<file path="src/core/adc_timing_pkg.sv">
// constants and types shared by the converter timing control
package adc_timing_pkg;
	// register byte offsets
	localparam logic [7:0] OFS_CONTROL = 8'h00;
	localparam logic [7:0] OFS_RESULT  = 8'h04;
	localparam logic [7:0] OFS_STATUS  = 8'h08;

	// converter_control field positions
	localparam int BCS_LSB   = 14;
	localparam int STS_LSB   = 12;
	localparam int START_BIT = 0;

	// values after reset
	localparam logic [1:0]  BCS_RESET    = 2'h0;
	localparam logic [1:0]  STS_RESET    = 2'h0;
	localparam logic [9:0]  RESULT_RESET = 10'h000;
	localparam logic [31:0] RDATA_RESET  = 32'h0000_0000;

	// status bit positions
	localparam int STAT_BUSY_BIT = 0;
	localparam int STAT_CAL_BIT  = 1;

	// prescale terminal counts (divisor minus one) per basic_clock_select code
	localparam logic [3:0] DIV_M1_SEL0 = 4'h3;
	localparam logic [3:0] DIV_M1_SEL1 = 4'h1;
	localparam logic [3:0] DIV_M1_SEL2 = 4'hF;
	localparam logic [3:0] DIV_M1_SEL3 = 4'h7;

	// sample window length minus one, in basic clock periods, per sample_time_select code
	localparam logic [5:0] SAMP_M1_SEL0 = 6'h07;
	localparam logic [5:0] SAMP_M1_SEL1 = 6'h0F;
	localparam logic [5:0] SAMP_M1_SEL2 = 6'h1F;
	localparam logic [5:0] SAMP_M1_SEL3 = 6'h3F;

	// result steps, result load and calibration length
	localparam logic [5:0]  CONV_STEPS_M1  = 6'h27;
	localparam logic [1:0]  STEPS_PER_BIT_M1 = 2'h3;
	localparam logic [1:0]  LOAD_CYCLES_M1 = 2'h1;
	localparam int          CAL_BC_DEFAULT = 3328;
	localparam logic [9:0]  CODE_ZERO      = 10'h000;
	localparam logic [9:0]  CODE_FULL      = 10'h3FF;

	typedef enum logic [1:0] {
		ST_IDLE    = 2'b00,
		ST_SAMPLE  = 2'b01,
		ST_CONVERT = 2'b10,
		ST_LOAD    = 2'b11
	} conv_state_e;
endpackage

</file>
<file path="src/core/adc_conversion_timing.sv">
// timing control of the successive-approximation converter, with apb registers
// Operation
// RQ1: basic clock is cpu clock divided by 4, 2, 16 or 8 per select.
// RQ2: sample window is 8, 16, 32 or 64 basic clocks per select.
// RQ3: conversion is sample window, 40 basic clocks, then two cpu clocks load.
// RQ4: conversion length is an exact fixed count, never variable.
// RQ5: after reset a calibration of 3328 basic clocks runs.
// RQ6: conversions run during calibration and extend it by their own time.
// RQ7: input below ground reads all zeros, above reference reads all ones.
// RQ8: input is held at sample window end; later changes have no effect.
// RQ9: software keeps the basic clock between 0.5 and 6.25 MHz.
// RQ10: basic clock is an enable pulse from a prescale counter, not a clock.
module adc_conversion_timing
	import adc_timing_pkg::*;
#(
	parameter int CAL_BC_PERIODS = CAL_BC_DEFAULT
) (
	input  wire logic        i_ref_clk,
	input  wire logic        i_rst_n,
	input  wire logic        i_clk_en,
	input  wire logic        i_psel,
	input  wire logic        i_penable,
	input  wire logic        i_pwrite,
	input  wire logic [7:0]  i_paddr,
	input  wire logic [31:0] i_pwdata,
	input  wire logic [9:0]  i_ain_code,
	input  wire logic        i_ain_below,
	input  wire logic        i_ain_above,
	output logic [31:0]      o_prdata,
	output logic             o_pready,
	output logic             o_pslverr,
	output logic             o_track,
	output logic             o_busy,
	output logic             o_calibrating,
	output logic [9:0]       o_result
);

	if (CAL_BC_PERIODS < 1 || CAL_BC_PERIODS > 65535) begin : g_cal_check
		$error("CAL_BC_PERIODS out of range");
	end

	localparam logic [15:0] CAL_LAST = 16'(CAL_BC_PERIODS - 1);

	logic [1:0]   bcs;
	logic [1:0]   sts;
	logic [3:0]   div_m1;
	logic [5:0]   samp_m1;
	logic [3:0]   pre_cnt;
	logic         bc_tick;
	logic [5:0]   step_cnt;
	logic [1:0]   load_cnt;
	logic [15:0]  cal_cnt;
	conv_state_e  state;
	logic [9:0]   held;
	logic [9:0]   sar;
	logic [11:0]  pin_s1;
	logic [11:0]  pin_s2;
	logic [11:0]  pin_s3;
	logic [11:0]  pin_val;
	logic         held_below;
	logic         held_above;
	logic         acc;
	logic         wr_en;
	logic         start_req;
	logic [3:0]   bit_idx;
	logic [9:0]   trial;

	assign acc       = i_psel && i_penable && !o_pready;
	assign wr_en     = i_psel && i_penable && o_pready && i_pwrite;
	assign start_req = wr_en && (i_paddr == OFS_CONTROL) && i_pwdata[START_BIT]
		&& (state == ST_IDLE);
	assign bit_idx   = 4'(4'h9 - {2'b00, step_cnt[5:4] == 2'b00 ? step_cnt[3:2] : 2'b00}
		- (step_cnt[5:2] > 4'h3 ? {step_cnt[5:2]} : 4'h0));
	assign trial     = sar | (10'h001 << bit_idx);

	// control register; start bit is a self-clearing strobe
	always_ff @(posedge i_ref_clk) begin
		if (!i_rst_n) begin
			bcs <= BCS_RESET;
			sts <= STS_RESET;
		end else if (i_clk_en && wr_en && i_paddr == OFS_CONTROL) begin
			bcs <= i_pwdata[BCS_LSB +: 2];
			sts <= i_pwdata[STS_LSB +: 2];
		end
	end

	// timing is frozen per conversion so a field write mid-run cannot stretch it
	always_ff @(posedge i_ref_clk) begin
		if (!i_rst_n) begin
			div_m1  <= DIV_M1_SEL0;
			samp_m1 <= SAMP_M1_SEL0;
		end else if (i_clk_en && state == ST_IDLE) begin
			case (bcs) // RQ1
				2'b00: div_m1 <= DIV_M1_SEL0;
				2'b01: div_m1 <= DIV_M1_SEL1;
				2'b10: div_m1 <= DIV_M1_SEL2;
				default: div_m1 <= DIV_M1_SEL3;
			endcase
			case (sts) // RQ2
				2'b00: samp_m1 <= SAMP_M1_SEL0;
				2'b01: samp_m1 <= SAMP_M1_SEL1;
				2'b10: samp_m1 <= SAMP_M1_SEL2;
				default: samp_m1 <= SAMP_M1_SEL3;
			endcase
		end
	end

	// prescaler restarts on start so every conversion has the same length
	always_ff @(posedge i_ref_clk) begin
		if (!i_rst_n) begin
			pre_cnt <= 4'h0;
			bc_tick <= 1'b0;
		end else if (i_clk_en) begin
			// start edge is the first prescale cycle, else the first period runs one long
			if (start_req) begin // RQ4
				pre_cnt <= 4'h1;
				bc_tick <= 1'b0;
			end else if (pre_cnt == div_m1) begin // RQ10
				pre_cnt <= 4'h0;
				bc_tick <= 1'b1;
			end else begin
				pre_cnt <= 4'(pre_cnt + 4'h1);
				bc_tick <= 1'b0;
			end
		end
	end

	// analog side inputs: three stages, accepted when the last two agree
	always_ff @(posedge i_ref_clk) begin
		if (!i_rst_n) begin
			pin_s1  <= 12'h000;
			pin_s2  <= 12'h000;
			pin_s3  <= 12'h000;
			pin_val <= 12'h000;
		end else if (i_clk_en) begin
			pin_s1 <= {i_ain_above, i_ain_below, i_ain_code};
			pin_s2 <= pin_s1;
			pin_s3 <= pin_s2;
			if (pin_s2 == pin_s3) begin
				pin_val <= pin_s3;
			end
		end
	end

	// conversion sequencer
	always_ff @(posedge i_ref_clk) begin
		if (!i_rst_n) begin
			state    <= ST_IDLE;
			step_cnt <= 6'h00;
			load_cnt <= 2'h0;
		end else if (i_clk_en) begin
			case (state)
				ST_IDLE: begin
					if (start_req) begin // RQ6
						state    <= ST_SAMPLE;
						step_cnt <= 6'h00;
					end
				end
				ST_SAMPLE: begin
					if (bc_tick) begin
						if (step_cnt == samp_m1) begin // RQ2
							state    <= ST_CONVERT;
							step_cnt <= 6'h00;
						end else begin
							step_cnt <= 6'(step_cnt + 6'h01);
						end
					end
				end
				ST_CONVERT: begin
					if (bc_tick) begin
						if (step_cnt == CONV_STEPS_M1) begin // RQ3
							state    <= ST_LOAD;
							load_cnt <= 2'h0;
						end else begin
							step_cnt <= 6'(step_cnt + 6'h01);
						end
					end
				end
				ST_LOAD: begin
					if (load_cnt == LOAD_CYCLES_M1) begin // RQ3
						state <= ST_IDLE;
					end else begin
						load_cnt <= 2'(load_cnt + 2'h1);
					end
				end
				default: state <= ST_IDLE;
			endcase
		end
	end

	// hold the input when the sample window closes
	always_ff @(posedge i_ref_clk) begin
		if (!i_rst_n) begin
			held       <= CODE_ZERO;
			held_below <= 1'b0;
			held_above <= 1'b0;
		end else if (i_clk_en && state == ST_SAMPLE && bc_tick && step_cnt == samp_m1) begin
			held       <= pin_val[9:0]; // RQ8
			held_below <= pin_val[10];
			held_above <= pin_val[11];
		end
	end

	// one result bit per four basic clocks, msb first
	always_ff @(posedge i_ref_clk) begin
		if (!i_rst_n) begin
			sar <= CODE_ZERO;
		end else if (i_clk_en) begin
			if (state == ST_SAMPLE) begin
				sar <= CODE_ZERO;
			end else if (state == ST_CONVERT && bc_tick && step_cnt[1:0] == STEPS_PER_BIT_M1) begin
				if (trial <= held) begin
					sar <= trial;
				end
			end
		end
	end

	// result register loaded in the second load cycle
	always_ff @(posedge i_ref_clk) begin
		if (!i_rst_n) begin
			o_result <= RESULT_RESET;
		end else if (i_clk_en && state == ST_LOAD && load_cnt == LOAD_CYCLES_M1) begin
			if (held_below) begin // RQ7
				o_result <= CODE_ZERO;
			end else if (held_above) begin // RQ7
				o_result <= CODE_FULL;
			end else begin
				o_result <= sar;
			end
		end
	end

	// calibration only counts while idle, so conversions lengthen it
	always_ff @(posedge i_ref_clk) begin
		if (!i_rst_n) begin
			cal_cnt       <= 16'h0000;
			o_calibrating <= 1'b1;
		end else if (i_clk_en && o_calibrating && state == ST_IDLE && !start_req && bc_tick) begin
			if (cal_cnt == CAL_LAST) begin // RQ5
				o_calibrating <= 1'b0;
			end else begin
				cal_cnt <= 16'(cal_cnt + 16'h0001); // RQ6
			end
		end
	end

	// status pins
	always_ff @(posedge i_ref_clk) begin
		if (!i_rst_n) begin
			o_busy  <= 1'b0;
			o_track <= 1'b0;
		end else if (i_clk_en) begin
			o_busy  <= start_req || (state != ST_IDLE && !(state == ST_LOAD
				&& load_cnt == LOAD_CYCLES_M1));
			o_track <= start_req || (state == ST_SAMPLE && !(bc_tick && step_cnt == samp_m1));
		end
	end

	// apb slave: one wait state, read data and error come with pready
	always_ff @(posedge i_ref_clk) begin
		if (!i_rst_n) begin
			o_pready  <= 1'b0;
			o_pslverr <= 1'b0;
			o_prdata  <= RDATA_RESET;
		end else if (i_clk_en) begin
			o_pready  <= acc;
			o_pslverr <= 1'b0;
			o_prdata  <= RDATA_RESET;
			if (acc) begin
				if (i_paddr == OFS_CONTROL) begin
					o_prdata[BCS_LSB +: 2] <= bcs;
					o_prdata[STS_LSB +: 2] <= sts;
				end else if (i_paddr == OFS_RESULT) begin
					o_prdata[9:0] <= o_result;
				end else if (i_paddr == OFS_STATUS) begin
					o_prdata[STAT_BUSY_BIT] <= o_busy;
					o_prdata[STAT_CAL_BIT]  <= o_calibrating;
				end else begin
					o_pslverr <= 1'b1;
				end
			end
		end
	end

endmodule

</file>
<file path="config.mk">
export PLATFORM = sky130hd
export DESIGN_NAME = adc_conversion_timing
export DESIGN_NICKNAME = d
export VERILOG_FILES = /design/src/core/adc_timing_pkg.sv /design/src/core/adc_conversion_timing.sv
export SDC_FILE = /design/constraint.sdc
export NUM_CORES = 1
export LEC_CHECK = 0
export BUFFER_PORTS_ARGS = -buffer_cell sky130_fd_sc_hd__buf_2
export CAP_MARGIN = 10
export CORE_AREA = 2 2 124 126
export CTS_CLUSTER_DIAMETER = 150
export DETAILED_ROUTE_END_ITERATION = 8
export DIE_AREA = 0 0 126 128
export PLACE_DENSITY = 0.65
export SLEW_MARGIN = 20
export SYNTH_ARGS = -nofsm -noshare
export SYNTH_HDL_FRONTEND = slang
export SYNTH_SLANG_ARGS = --single-unit
</file>
<file path="constraint.sdc">
create_clock -name i_ref_clk -period 5.74 [get_ports i_ref_clk]
set_input_delay 0.861 -clock i_ref_clk [delete_from_list [all_inputs] [get_ports i_ref_clk]]
set_output_delay 0.861 -clock i_ref_clk [all_outputs]
set_load 0.005 [all_outputs]
</file>
### After elaboration in Yosys (flattened, before gate mapping)

Cells that the tools add are included.
Widths: inputs -> output; s select.

* word-level logic and storage cells: 149
* flip-flop bits (word level): 144

* multiplexer cells: 41
* order comparisons: 2
* equality and inequality tests: 24
* bitwise gates (word level): 2
* shift operators: 1
* reductions and logical operators: 48
* $add $sub $neg: 6

Operators by type and width (number)
* $mux 10: 7
* $pmux 6 s3: 2
* $mux 6: 5
* $logic_and 1x1->1: 25
* $mux 2: 12
* $mux 4: 5
* $add 16x1->16 const B: 1
* $eq 16x12->1 const B: 1
* $eq 12x12->1: 1
* $ne 2x2->1 const B: 6
* $pmux 4 s3: 1
* $eq 2x2->1 const B: 5
* $le 10x10->1: 1
* $or 10x10->10: 1
* $shl 1x4->10 const A: 1
* $eq 2x1->1 const B: 4
* $eq 8x3->1 const B: 1
* $eq 8x4->1 const B: 1
* $logic_not 2->1: 4
* $logic_not 8->1: 1
* $mux 8: 1
* $pmux 2 s4: 1
* $reduce_bool 2->1: 4
* $reduce_and 7->1: 1
* 20 further kinds: 32

### Longest topological paths before layout

Gate-level depths: netlist of run 1.

* depth after elaboration: 10
* gate-level depth with buffers: 19
* mapped depth without buffers: 18

### Worst setup path before layout of run 1

Ideal clock, no wire load.

* path kind: flip-flop to flip-flop
* from: register step_cnt[4]
* to: register sar[0]
* setup time: 81 ps
* path slack: 1708 ps
* clock period less this slack: 4032 ps
* data arrival time: 3951 ps
* cell stages (with the launch flop): 20
* required time: 5659 ps
* path through: dfxtp_1 -> inv_1 -> ha_1 -> and2_1 -> ha_1 -> inv_1 -> ha_1 -> fa_1 -> xnor2_1 -> nand2_1 -> nor2_1 -> a21oi_1 -> inv_1 -> ha_1 -> nand4_1 -> or3_1 -> a2111o_1 -> a31o_2 -> clkbuf_1 -> o22ai_1

* longest elaborated chain between the ends: 9
* elaborated cells on any way between the ends: 14
* those cells by class: add/sub: 2; order compare: 2; shift: 1; mux: 5; bitwise: 1; reduce/logical: 3

RTL lines
* start: declaration: line adc_conversion_timing.sv:50 `logic [5:0] step_cnt;`
* start signal: assignment: line adc_conversion_timing.sv:165 `step_cnt <= 6'(step_cnt + 6'h01);`
* start signal: assignment: line adc_conversion_timing.sv:175 `step_cnt <= 6'(step_cnt + 6'h01);`
* $logic_not 2->1: line adc_conversion_timing.sv:72 `assign bit_idx = 4'(4'h9 - {2'b00, step_cnt[5:4] == 2'b00 ? step_cnt[3:2] : 2'b00}`
* $mux 2: line adc_conversion_timing.sv:72
* $sub 4x2->4: line adc_conversion_timing.sv:72
* $sub 4x4->4 (*): line adc_conversion_timing.sv:73 `- (step_cnt[5:2] > 4'h3 ? {step_cnt[5:2]} : 4'h0));`
* $shl 1x4->10 (*): line adc_conversion_timing.sv:74 `assign trial = sar | (10'h001 << bit_idx);`
* $or 10x10->10 (*): line adc_conversion_timing.sv:74
* $le 10x10->1 / $mux 10 (equally long branches): line adc_conversion_timing.sv:212 `if (trial <= held) begin`
* $reduce_bool 2->1 (no source line) / $mux 10 (equally long branches)
* $reduce_and 3->1 (no source line) / $mux 10 (equally long branches)
* end signal: assignment: line adc_conversion_timing.sv:213 `sar <= trial;`
* end: declaration: line adc_conversion_timing.sv:55 `logic [9:0] sar;`

Mark *: on every way between the ends. The rest lies on a longest branch, timed or not. The select of a mux whose other input is x is not followed.
A chain may end at the register's enable or synchronous reset.

### Final worst setup path of run 1

* from: register step_cnt[4]
* to: register sar[8]

Same word-level chain as after synthesis.

==> results of run 1 <==
worst max-delay path by stage:
stage	end	start	slack (ns)
2_1_floorplan	sar[0]	step_cnt[4]	1.71
3_3_place_gp	sar[8]	step_cnt[4]	1.27
3_5_place_dp	sar[8]	step_cnt[4]	1.23
4_1_cts	sar[8]	step_cnt[4]	1.22
5_1_grt	sar[8]	step_cnt[4]	0.75
6_report	sar[8]	step_cnt[4]	1.14
metal layers:
metal	part of all wire	GRT usage
met1	0.47	0.221
met2	0.46	0.288
met3	0.048	0.0484
met4	0.019	0.0724
met5	0	0
worst max-delay path, stage by stage, from the launching register on:
cell and delay, ns:
dfxtp_1 0.41, inv_1 0.12, ha_1 0.22, and2_1 0.16, ha_1 0.27, inv_1 0.04
ha_1 0.20, fa_1 0.42, xnor2_1 0.41, nand2_1 0.10, nor2_1 0.13, a21oi_1 0.10
inv_1 0.06, ha_1 0.15, nand4_1 0.18, or4_1 0.56, a31oi_1 0.72, o22ai_1 0.19
power breakdown:
| group | switching, uW | internal, uW |
|---|---|---|
| combinational | 56.0 | 36.7 |
| clock | 433 | 754 |
| sequential | 9.49 | 984 |
| total | 498 | 1770 |
final cells by class:
cell class,count,area (sq um),area share
Timing Repair Buffer,62,318,0.0423
Sequential cell,140,2800,0.373
Multi-Input combinational cell,522,3380,0.450
Clock buffer,19,453,0.0603
Tap cell,188,235,0.0313
Inverter,36,136,0.0182
Clock inverter,13,189,0.0252
cells in the final DEF, fill, tap and decap left out, drive strengths merged, types with 5 or more instances in the layout:
master,n
nand4,12
o22ai,10
or4,15
or3,8
xnor2,20
ha,26
a31oi,6
conb,18
nor2,114
a22oi,12
inv,37
nand3,27
mux2i,69
buf,62
nor3,15
clkinv,7
a21oi,48
nor3b,5
clkbuf,19
dfxtp,140
xor2,5
o21ai,16
nand2,34
o31ai,5
kinds of logic (layout without fill, tap and decap cells):
kind of cell,Yosys count,in the layout
AOI/OAI and AO/OA,123,123
xor gates and xnor gates,25,25
adders and majority gates,27,27
buffers and inverters,93,130
DFF,140,140
muxes,69,69
other,1,18
and+or+nand+nor,260,260
registers in the layout, summed over array words and instances (netlist names), 2 cells and up:
| name | count |
|---|---|
| div_m1 | 3 |
| pin_val | 12 |
| sts | 2 |
| pin_s2 | 12 |
| load_cnt | 2 |
| pin_s1 | 12 |
| o_result | 10 |
| cal_cnt | 16 |
| bcs | 2 |
| samp_m1 | 3 |
| state | 2 |
| pre_cnt | 4 |
| sar | 10 |
| held | 10 |
| pin_s3 | 12 |
| step_cnt | 6 |
| o_prdata | 14 |
per-stage QoR:
stage | instance area [sq um] | hold WS [ns] | util | power (uW) | std cells
floorplan | 6590 | 0.432 | - | 1090 | 755
global placement | 6870 | 0.442 | 0.462 | 1110 | 948
finish | 7510 | 0.454 | 0.505 | 2270 | 980
global route | 7510 | 0.487 | 0.505 | 2350 | 980
detailed placement | 6870 | 0.448 | 0.462 | 1110 | 948
CTS | 7510 | 0.457 | 0.505 | 2290 | 980
==> metrics, run 1 <==
status=completed; leading area contributor after synthesis=dfxtp_1; nets=864; Critical Path RT=6.01 ns; top-count cell post-synth=dfxtp_1; setup violators final=0; CTS root buffer=clkbuf_16; Core ar.=14900 sq um; insertion delay to the later sink of the worst-skew pair=between 0.4 and 0.5 ns; vias per std cell=5.31; hold endpoint=load_cnt[1]; Slew headroom=0.389; Max Cap Viol=0; hold path start=load_cnt[1]; Post CTS Setup Buffer Count=0; min Tclk post-route=4.60 ns; total track usage=0.176; worst hold path class=register to register; critical path class=register to register; Clk pin slew, worst setup/hold paths=0.06 ns; Top FF cell, synth=dfxtp_1; ANT nets after route=0; Synth Area in Compound Gates=0.119; CTS max path bufs=2; diodes inserted=0; Commonest cells post-synth=dfxtp_1, nor2_1, mux2i_1; Synth Area in Adders=0.0529; layout cell share with drive strength beyond 1=0.130; Starting Density=0.439; largest net degree at the start of global routing=65; largest family of logic cells by synthesized area=simple AND/OR/NAND/NOR gates; Leakage=0.00304 uW; R2R Path End=sar[8]; total CTS buffers=17; Layout area overhead=15.0%; Peak supply drop=0.331 mV; Synth top area share=0.429; # clock sinks=140; power per cell area=around 300 nW/um^2; Post-synth ARST share=0; Seq cells post-synth=140; Fin Setup TNS=0 ns; Initial DRC Count=290; Die Width=126 microns; post-place setup slack=1.23 ns; ranking of synthesized cells by area=dfxtp_1, mux2i_1, nor2_1; Worst Tran Pin Value=0.913 ns; startpoint types=register; Mapped Cells=738; origin of the critical flop-to-flop path=step_cnt[4]; Overflow after GRT=0; DR WL/cell=14.0 microns; initial antenna violation count=0; CTS Hold Buffers Added=0; via count=5202; mux contribution to synthesized area=0.106; first drt pass iteration count=4; H-tree levels=4; Die H=~130 microns; Hold Path Stages=2; syn_area_per_cell=just under 9 sq um; TritonCTS clock tree=yes; DRC viols=0; synthesis warning total=0; final hold vios=0; wire length of the first global-routing pass=around 23000 microns; XOR/XNOR Fraction of Synth Area=0.0335; Synth cell types=57; critical path arrival=approximately 4.9 ns; clock skew after layout=roughly 0.0065 ns; register area share after synthesis=0.429; Max Slew Vio Count=0; number of fillers in the final layout=about 1.4k; post-CTS sizing=0; RSZ-0062 raised after global routing=false; die footprint=approximately 16000 sq um; Top Ports=105; row count=45; vias in the first global route=4855; Post-synth EDFFs=0; mapped cell area=6530 sq um; fin crit share=0.801; crit end category=register; synthesized-area fraction occupied by and/or/nand/nor cells=0.195; Crit Path Max Fanout=10; Post-Route WL=~14000 microns; Max Clock Freq=0.218 GHz; routability cong.=just under 0.9; worst reg2reg setup slack=1.14 ns; Worst Reg2Reg Path Length in Cells=17; worst setup margin=1.14 ns; DP HPWL=9280 microns; port buffer count=59
No activity file was read; power rests on OpenSTA's default activity.
==> run 2, diff against run 1 <==
--- a/config.mk
+++ b/config.mk
@@ -5,13 +5,14 @@
 export SDC_FILE = /design/constraint.sdc
 export NUM_CORES = 1
 export LEC_CHECK = 0
+export ABC_AREA = 1
 export BUFFER_PORTS_ARGS = -buffer_cell sky130_fd_sc_hd__buf_2
 export CAP_MARGIN = 10
-export CORE_AREA = 2 2 124 126
+export CORE_AREA = 2 2 130 132
 export CTS_CLUSTER_DIAMETER = 150
 export DETAILED_ROUTE_END_ITERATION = 8
-export DIE_AREA = 0 0 126 128
-export PLACE_DENSITY = 0.65
+export DIE_AREA = 0 0 132 134
+export PLACE_DENSITY = 0.67
 export SLEW_MARGIN = 20
 export SYNTH_ARGS = -nofsm -noshare
 export SYNTH_HDL_FRONTEND = slang
==> constraint.sdc (replaced) <==
create_clock -name i_ref_clk -period 3.9 [get_ports i_ref_clk]
set_input_delay 0.585 -clock i_ref_clk [delete_from_list [all_inputs] [get_ports i_ref_clk]]
set_output_delay 0.585 -clock i_ref_clk [all_outputs]
set_load 0.005 [all_outputs]
==> metrics, run 2 <==
Commonest cells post-synth=nand2_1, dfxtp_1, inv_1; layout cell share with drive strength beyond 1=0.146; Crit Path Max Fanout=20; vias per std cell=4.90; Die Width=132 microns; Synth cell types=39; Worst Reg2Reg Path Length in Cells=21; syn_area_per_cell=7.16 sq um; Finished Layout Cells=~1.3k; worst reg2reg setup slack=0.32 ns; Initial DRC Count=394; R2R Path End=sar[4]; Max Clock Freq=roughly 0.28 GHz; Synth top area share=0.391; TritonCTS clock tree=yes; total track usage=0.180; CTS Hold Buffers Added=0; crit path cell chain=inv_1 -> ha_1 -> nand2_1 -> inv_1 -> ha_1 -> inv_1 -> ha_1 -> fa_2 -> nor3_1 -> nand2_1 -> nand2_1 -> ha_1 -> nand2_1 -> inv_1 -> a21oi_1 -> nand3_1 -> nand2_1 -> nand2_1 -> buf_12 -> a21oi_1 -> nor2_1; top-count cell post-synth=nand2_1; startpoint types=register; Post-Route WL=~15000 microns; register area=2800 sq um; CTS max path bufs=2; DRC viols=0; mapped cell area=7160 sq um; row count=47; RSZ-0062 raised after global routing=false; hold path start=i_ain_code[9]; crit-path most repeated cell=nand2_1; Multi-input gate area=3610 sq um; Critical path origin=step_cnt[5]; Slew headroom=0.277; worst hold margin=around 0.37 ns; Top FF cell, synth=dfxtp_1; WP buf/inv=5; Layout area overhead=13.7%; critical path class=register to register; port buffer count=59; via count=6238; crit path capture=sar[4]; Worst Tran Pin Value=1.08 ns; wire length of the first global-routing pass=26300 microns; Mapped Cells=1000; Critical Path RT=between 4 and 5 ns; vias in the first global route=5734; Max Cap Viol=0; leading area contributor after synthesis=dfxtp_1; worst hold path class=input pin to register; CTS root buffer=clkbuf_16; min Tclk post-route=3.58 ns; Seq cells post-synth=140; Placed Cells=1242; crit end category=register; most common library cell in the layout ignoring fill and taps=nand2_1; DP HPWL=10200 microns; status=completed; Crit path depth=21; Clk pin slew, worst setup/hold paths=0.06 ns; Fin Setup TNS=0 ns; most frequent cells in the layout=nand2_1, dfxtp_1, a21oi_1, inv_1, nor2_1; Starting Density=0.440; # clock sinks=140; power per cell area=415 nW/um^2; Post CTS Setup Buffer Count=0; Post-synth EDFFs=0; Largest regs=cal_cnt: 16 flops, o_prdata: 14 flops; Die H=roughly 130 microns; Leakage=~0.0034 uW; top cell family by delay on the critical path=adder cells; post-CTS sizing=0; first drt pass iteration count=6; Max Slew Vio Count=0; die footprint=17700 sq um; routability cong.=around 0.86; insertion delay to the later sink of the worst-skew pair=0.43 ns; ANT nets after route=0; fin crit share=0.919; setup violators final=0; largest net degree at the start of global routing=86; Overflow after GRT=0; Slowest-stage cell, CP=fa_2; clock skew after layout=0.00863 ns; ranking of synthesized cells by area=dfxtp_1, nand2_1, a21oi_1; initial antenna violation count=0; number of fillers in the final layout=1647; origin of the critical flop-to-flop path=step_cnt[5]; synthesis warning total=0; Top Ports=105; final hold vios=0; H-tree levels=4; max incr delay on CP=about 0.50 ns; total CTS buffers=17; Post-synth ARST share=0; largest reg by FF count=cal_cnt; register area share after synthesis=0.391; nets=1126; critical path arrival=just under 4 ns; DR WL/cell=between 10 and 15 microns; diodes inserted=0; fin util=0.500; Peak supply drop=0.328 mV; Core ar.=roughly 16000 sq um; max reg flops=16
[run 2: changes by cell type after synthesis, sizes merged, moves of 14 or more]
| cell | delta |
|---|---|
| nand3 | +41 |
| inv | +80 |
| a21oi | +80 |
| mux2i | -69 |
| o21ai | +52 |
| xnor2 | -14 |
| or4 | -15 |
| nand2 | +172 |
[run 2: report_power, final]
group          internal [uW]  total [uW]  switching (uW)
Clock                   1100        1720             623
Combinational           57.2         176             119
Sequential              1460        1480            19.0
Total                   2620        3380             761
[run 2: tightest hold or removal path, delay by kind of cell]
family,cells,cell delay (ns)
and+or+nand+nor,2,0.11
buffers and inverters,1,0.07
[run 2: worst min-delay path by stage]
stage / depth (start not counted) / to
6_report: 3 / pin_s1[9]
2_1_floorplan: 2 / held[9]
3_3_place_gp: 2 / held_below
5_1_grt: 3 / pin_s1[4]
3_5_place_dp: 2 / held_below
4_1_cts: 3 / pin_s1[9]
[run 2: cell type report]
class | count | area share
clock inverters | 11 | 0.0206
clock buffers | 20 | 0.0561
flip-flops and latches | 140 | 0.344
well taps | 220 | 0.0338
repair buffers | 69 | 0.0470
inverters | 118 | 0.0547
multi-input cells | 695 | 0.444
[run 2: logic make-up after synthesis]
family                   Yosys count  share of synthesized area
AO/OA/AOI/OAI                    215                      0.165
flip-flops                       140                      0.391
other                              1                   0.000524
XOR/XNOR                          16                     0.0196
buffers and inverters            182                      0.116
adder cells (fa/ha/maj)           27                     0.0482
AND/OR/NAND/NOR                  419                      0.259
[run 2: metrics by stage]
step / setup WS (ns) / instance area [sq um] / power, uW
finish: 0.316 / 8140 / 3380
global route: 0.0480 / 8140 / 3500
CTS: 0.251 / 8120 / 3410
detailed placement: 0.265 / 7500 / 1690
global placement: 0.329 / 7500 / 1690
floorplan: 0.628 / 7220 / 1650
[run 2: routing by layer]
layer,up-vias,track usage,part of all wire
met1,2806,0.232,0.47
met2,117,0.296,0.47
met4,0,0.0628,0.011
li1,3301,-,-
met5,-,0,0
met3,14,0.0420,0.043
==> run 3, diff against run 2 <==
--- a/config.mk
+++ b/config.mk
@@ -8,11 +8,12 @@
 export ABC_AREA = 1
 export BUFFER_PORTS_ARGS = -buffer_cell sky130_fd_sc_hd__buf_2
 export CAP_MARGIN = 10
-export CORE_AREA = 2 2 130 132
+export CORE_AREA = 2 2 158 160
 export CTS_CLUSTER_DIAMETER = 150
 export DETAILED_ROUTE_END_ITERATION = 8
-export DIE_AREA = 0 0 132 134
-export PLACE_DENSITY = 0.67
+export DIE_AREA = 0 0 160 162
+export PLACE_DENSITY = 0.49
+export RECOVER_POWER = 50
 export SLEW_MARGIN = 20
 export SYNTH_ARGS = -nofsm -noshare
 export SYNTH_HDL_FRONTEND = slang
==> metrics, run 3 (same netlist as run 2, synthesis figures left out) <==
final hold vios=0; CTS max path bufs=2; critical path arrival=3.88 ns; Max Clock Freq=0.280 GHz; CTS root buffer=clkbuf_16; setup violators final=0; Clk pin slew, worst setup/hold paths=0.06 ns; most frequent cells in the layout=nand2_1, dfxtp_1, a21oi_1, inv_1, nor2_1; Die H=162 microns; largest reg by FF count=cal_cnt; number of fillers in the final layout=2635; total track usage=0.133; ANT nets after route=0; H-tree levels=4; Starting Density=0.297; layout cell share with drive strength beyond 1=0.136; Top Ports=105; crit end category=register; register area=approximately 2800 sq um; largest net degree at the start of global routing=86; vias in the first global route=5767; DR WL/cell=between 10 and 15 microns; row count=57; Max Slew Vio Count=140; total CTS buffers=17; port buffer count=59; Crit Path Max Fanout=20; routability cong.=0.786; die footprint=around 26000 sq um; first drt pass iteration count=5; fin util=0.341; DP HPWL=11100 microns; DRC viols=0; Max Cap Viol=2; vias per std cell=between 4 and 5; critical path class=register to register; CTS Hold Buffers Added=0; Hold Path Stages=3; failing checks=capacitance limit, slew limit; Multi-input gate area=3610 sq um; Peak supply drop=roughly 0.18 mV; Critical Path RT=roughly 4.2 ns; wire length of the first global-routing pass=28100 microns; initial antenna violation count=0; Post-Route WL=between 15000 and 20000 microns; # clock sinks=140; worst hold path class=input pin to register; max reg flops=16; Worst Tran Pin Value=2.17 ns; Fin Setup TNS=0 ns; via count=6148; Slew headroom=-0.455; clock skew after layout=~0.012 ns; insertion delay to the later sink of the worst-skew pair=around 0.42 ns; Leakage=0.00333 uW; nets=1127; Largest regs=cal_cnt: 16 flops, o_prdata: 14 flops; status=finished, violations left; Area after DPL=between 7000 and 8000 sq um; min Tclk post-route=about 3.6 ns; Overflow after GRT=0; Initial DRC Count=between 200 and 300; Die Width=160 microns; Worst Reg2Reg Path Length in Cells=22; Final Cell Area=8210 sq um; startpoint types=register; power per cell area=394 nW/um^2; fin crit share=0.914; TritonCTS clock tree=yes; Core ar.=24100 sq um; most common library cell in the layout ignoring fill and taps=nand2_1; diodes inserted=0; RSZ-0062 raised after global routing=false; Layout area overhead=14.6%
## run 3: critical path, stage by stage (launching register included)
cell and delay (ns):
dfxtp_1 0.39, inv_1 0.13, ha_1 0.21, nand2_1 0.07, inv_1 0.04, ha_1 0.26, inv_1 0.04, ha_1 0.20
fa_2 0.61, nor3_1 0.08, nand2_1 0.10, nand2_1 0.09, ha_1 0.30, nand2_1 0.08, nor2_1 0.18, nand3_1 0.09
nand3_1 0.09, nand2_1 0.05, nand2_1 0.09, buf_12 0.15, nand3_1 0.07, nand2_1 0.06, nor2_1 0.06
## run 3: layout make-up
class | count | share of cell area
Multi-Input combinational cell | 695 | 0.440
Clock inverter | 11 | 0.0113
Timing Repair Buffer | 70 | 0.0454
Tap cell | 324 | 0.0494
Inverter | 118 | 0.0544
Clock buffer | 21 | 0.0585
Sequential cell | 140 | 0.341
## run 3: final timing paths
path | from | endpoint | slack (ns)
setup / recovery | step_cnt[5] | sar[6] | 0.33
hold / removal | i_ain_code[1] | pin_s1[1] | 0.39
setup reg to reg | step_cnt[5] | sar[6] | 0.33
hold reg to reg | pin_val[1] | held[1] | 0.44
## run 3: timing repair
item | in CTS | in global routing
buffers inserted | 0 | 0
setup endpoints to repair | 0 | 10
resized for setup | 0 | 4
## run 3: routing by layer
| metal | wire [microns] | GRT usage | share of wire |
|---|---|---|---|
| met5 | 0 | 0 | 0 |
| met4 | 137 | 0.0393 | 0.0083 |
| met3 | 535 | 0.0337 | 0.032 |
| met2 | 7220 | 0.211 | 0.44 |
| met1 | 8580 | 0.178 | 0.52 |
## run 3: per-stage QoR
step | power, uW | hold slack, ns | setup slack [ns] | instances
floorplan | 1650 | 0.423 | 0.628 | 1017
global placement | 1690 | 0.436 | 0.314 | 1347
finish | 3230 | 0.389 | 0.334 | 1379
CTS | 3290 | 0.367 | 0.261 | 1379
global route | 3390 | 0.381 | 0.0226 | 1379
detailed placement | 1690 | 0.441 | 0.289 | 1347
## run 3: report_power, final
part | leakage (uW) | switching [uW] | internal, uW
logic | 0.00191 | 122 | 58.2
registers | 0.00114 | 18.3 | 1460
clock network | 0.000284 | 634 | 939
total | 0.00333 | 774 | 2460
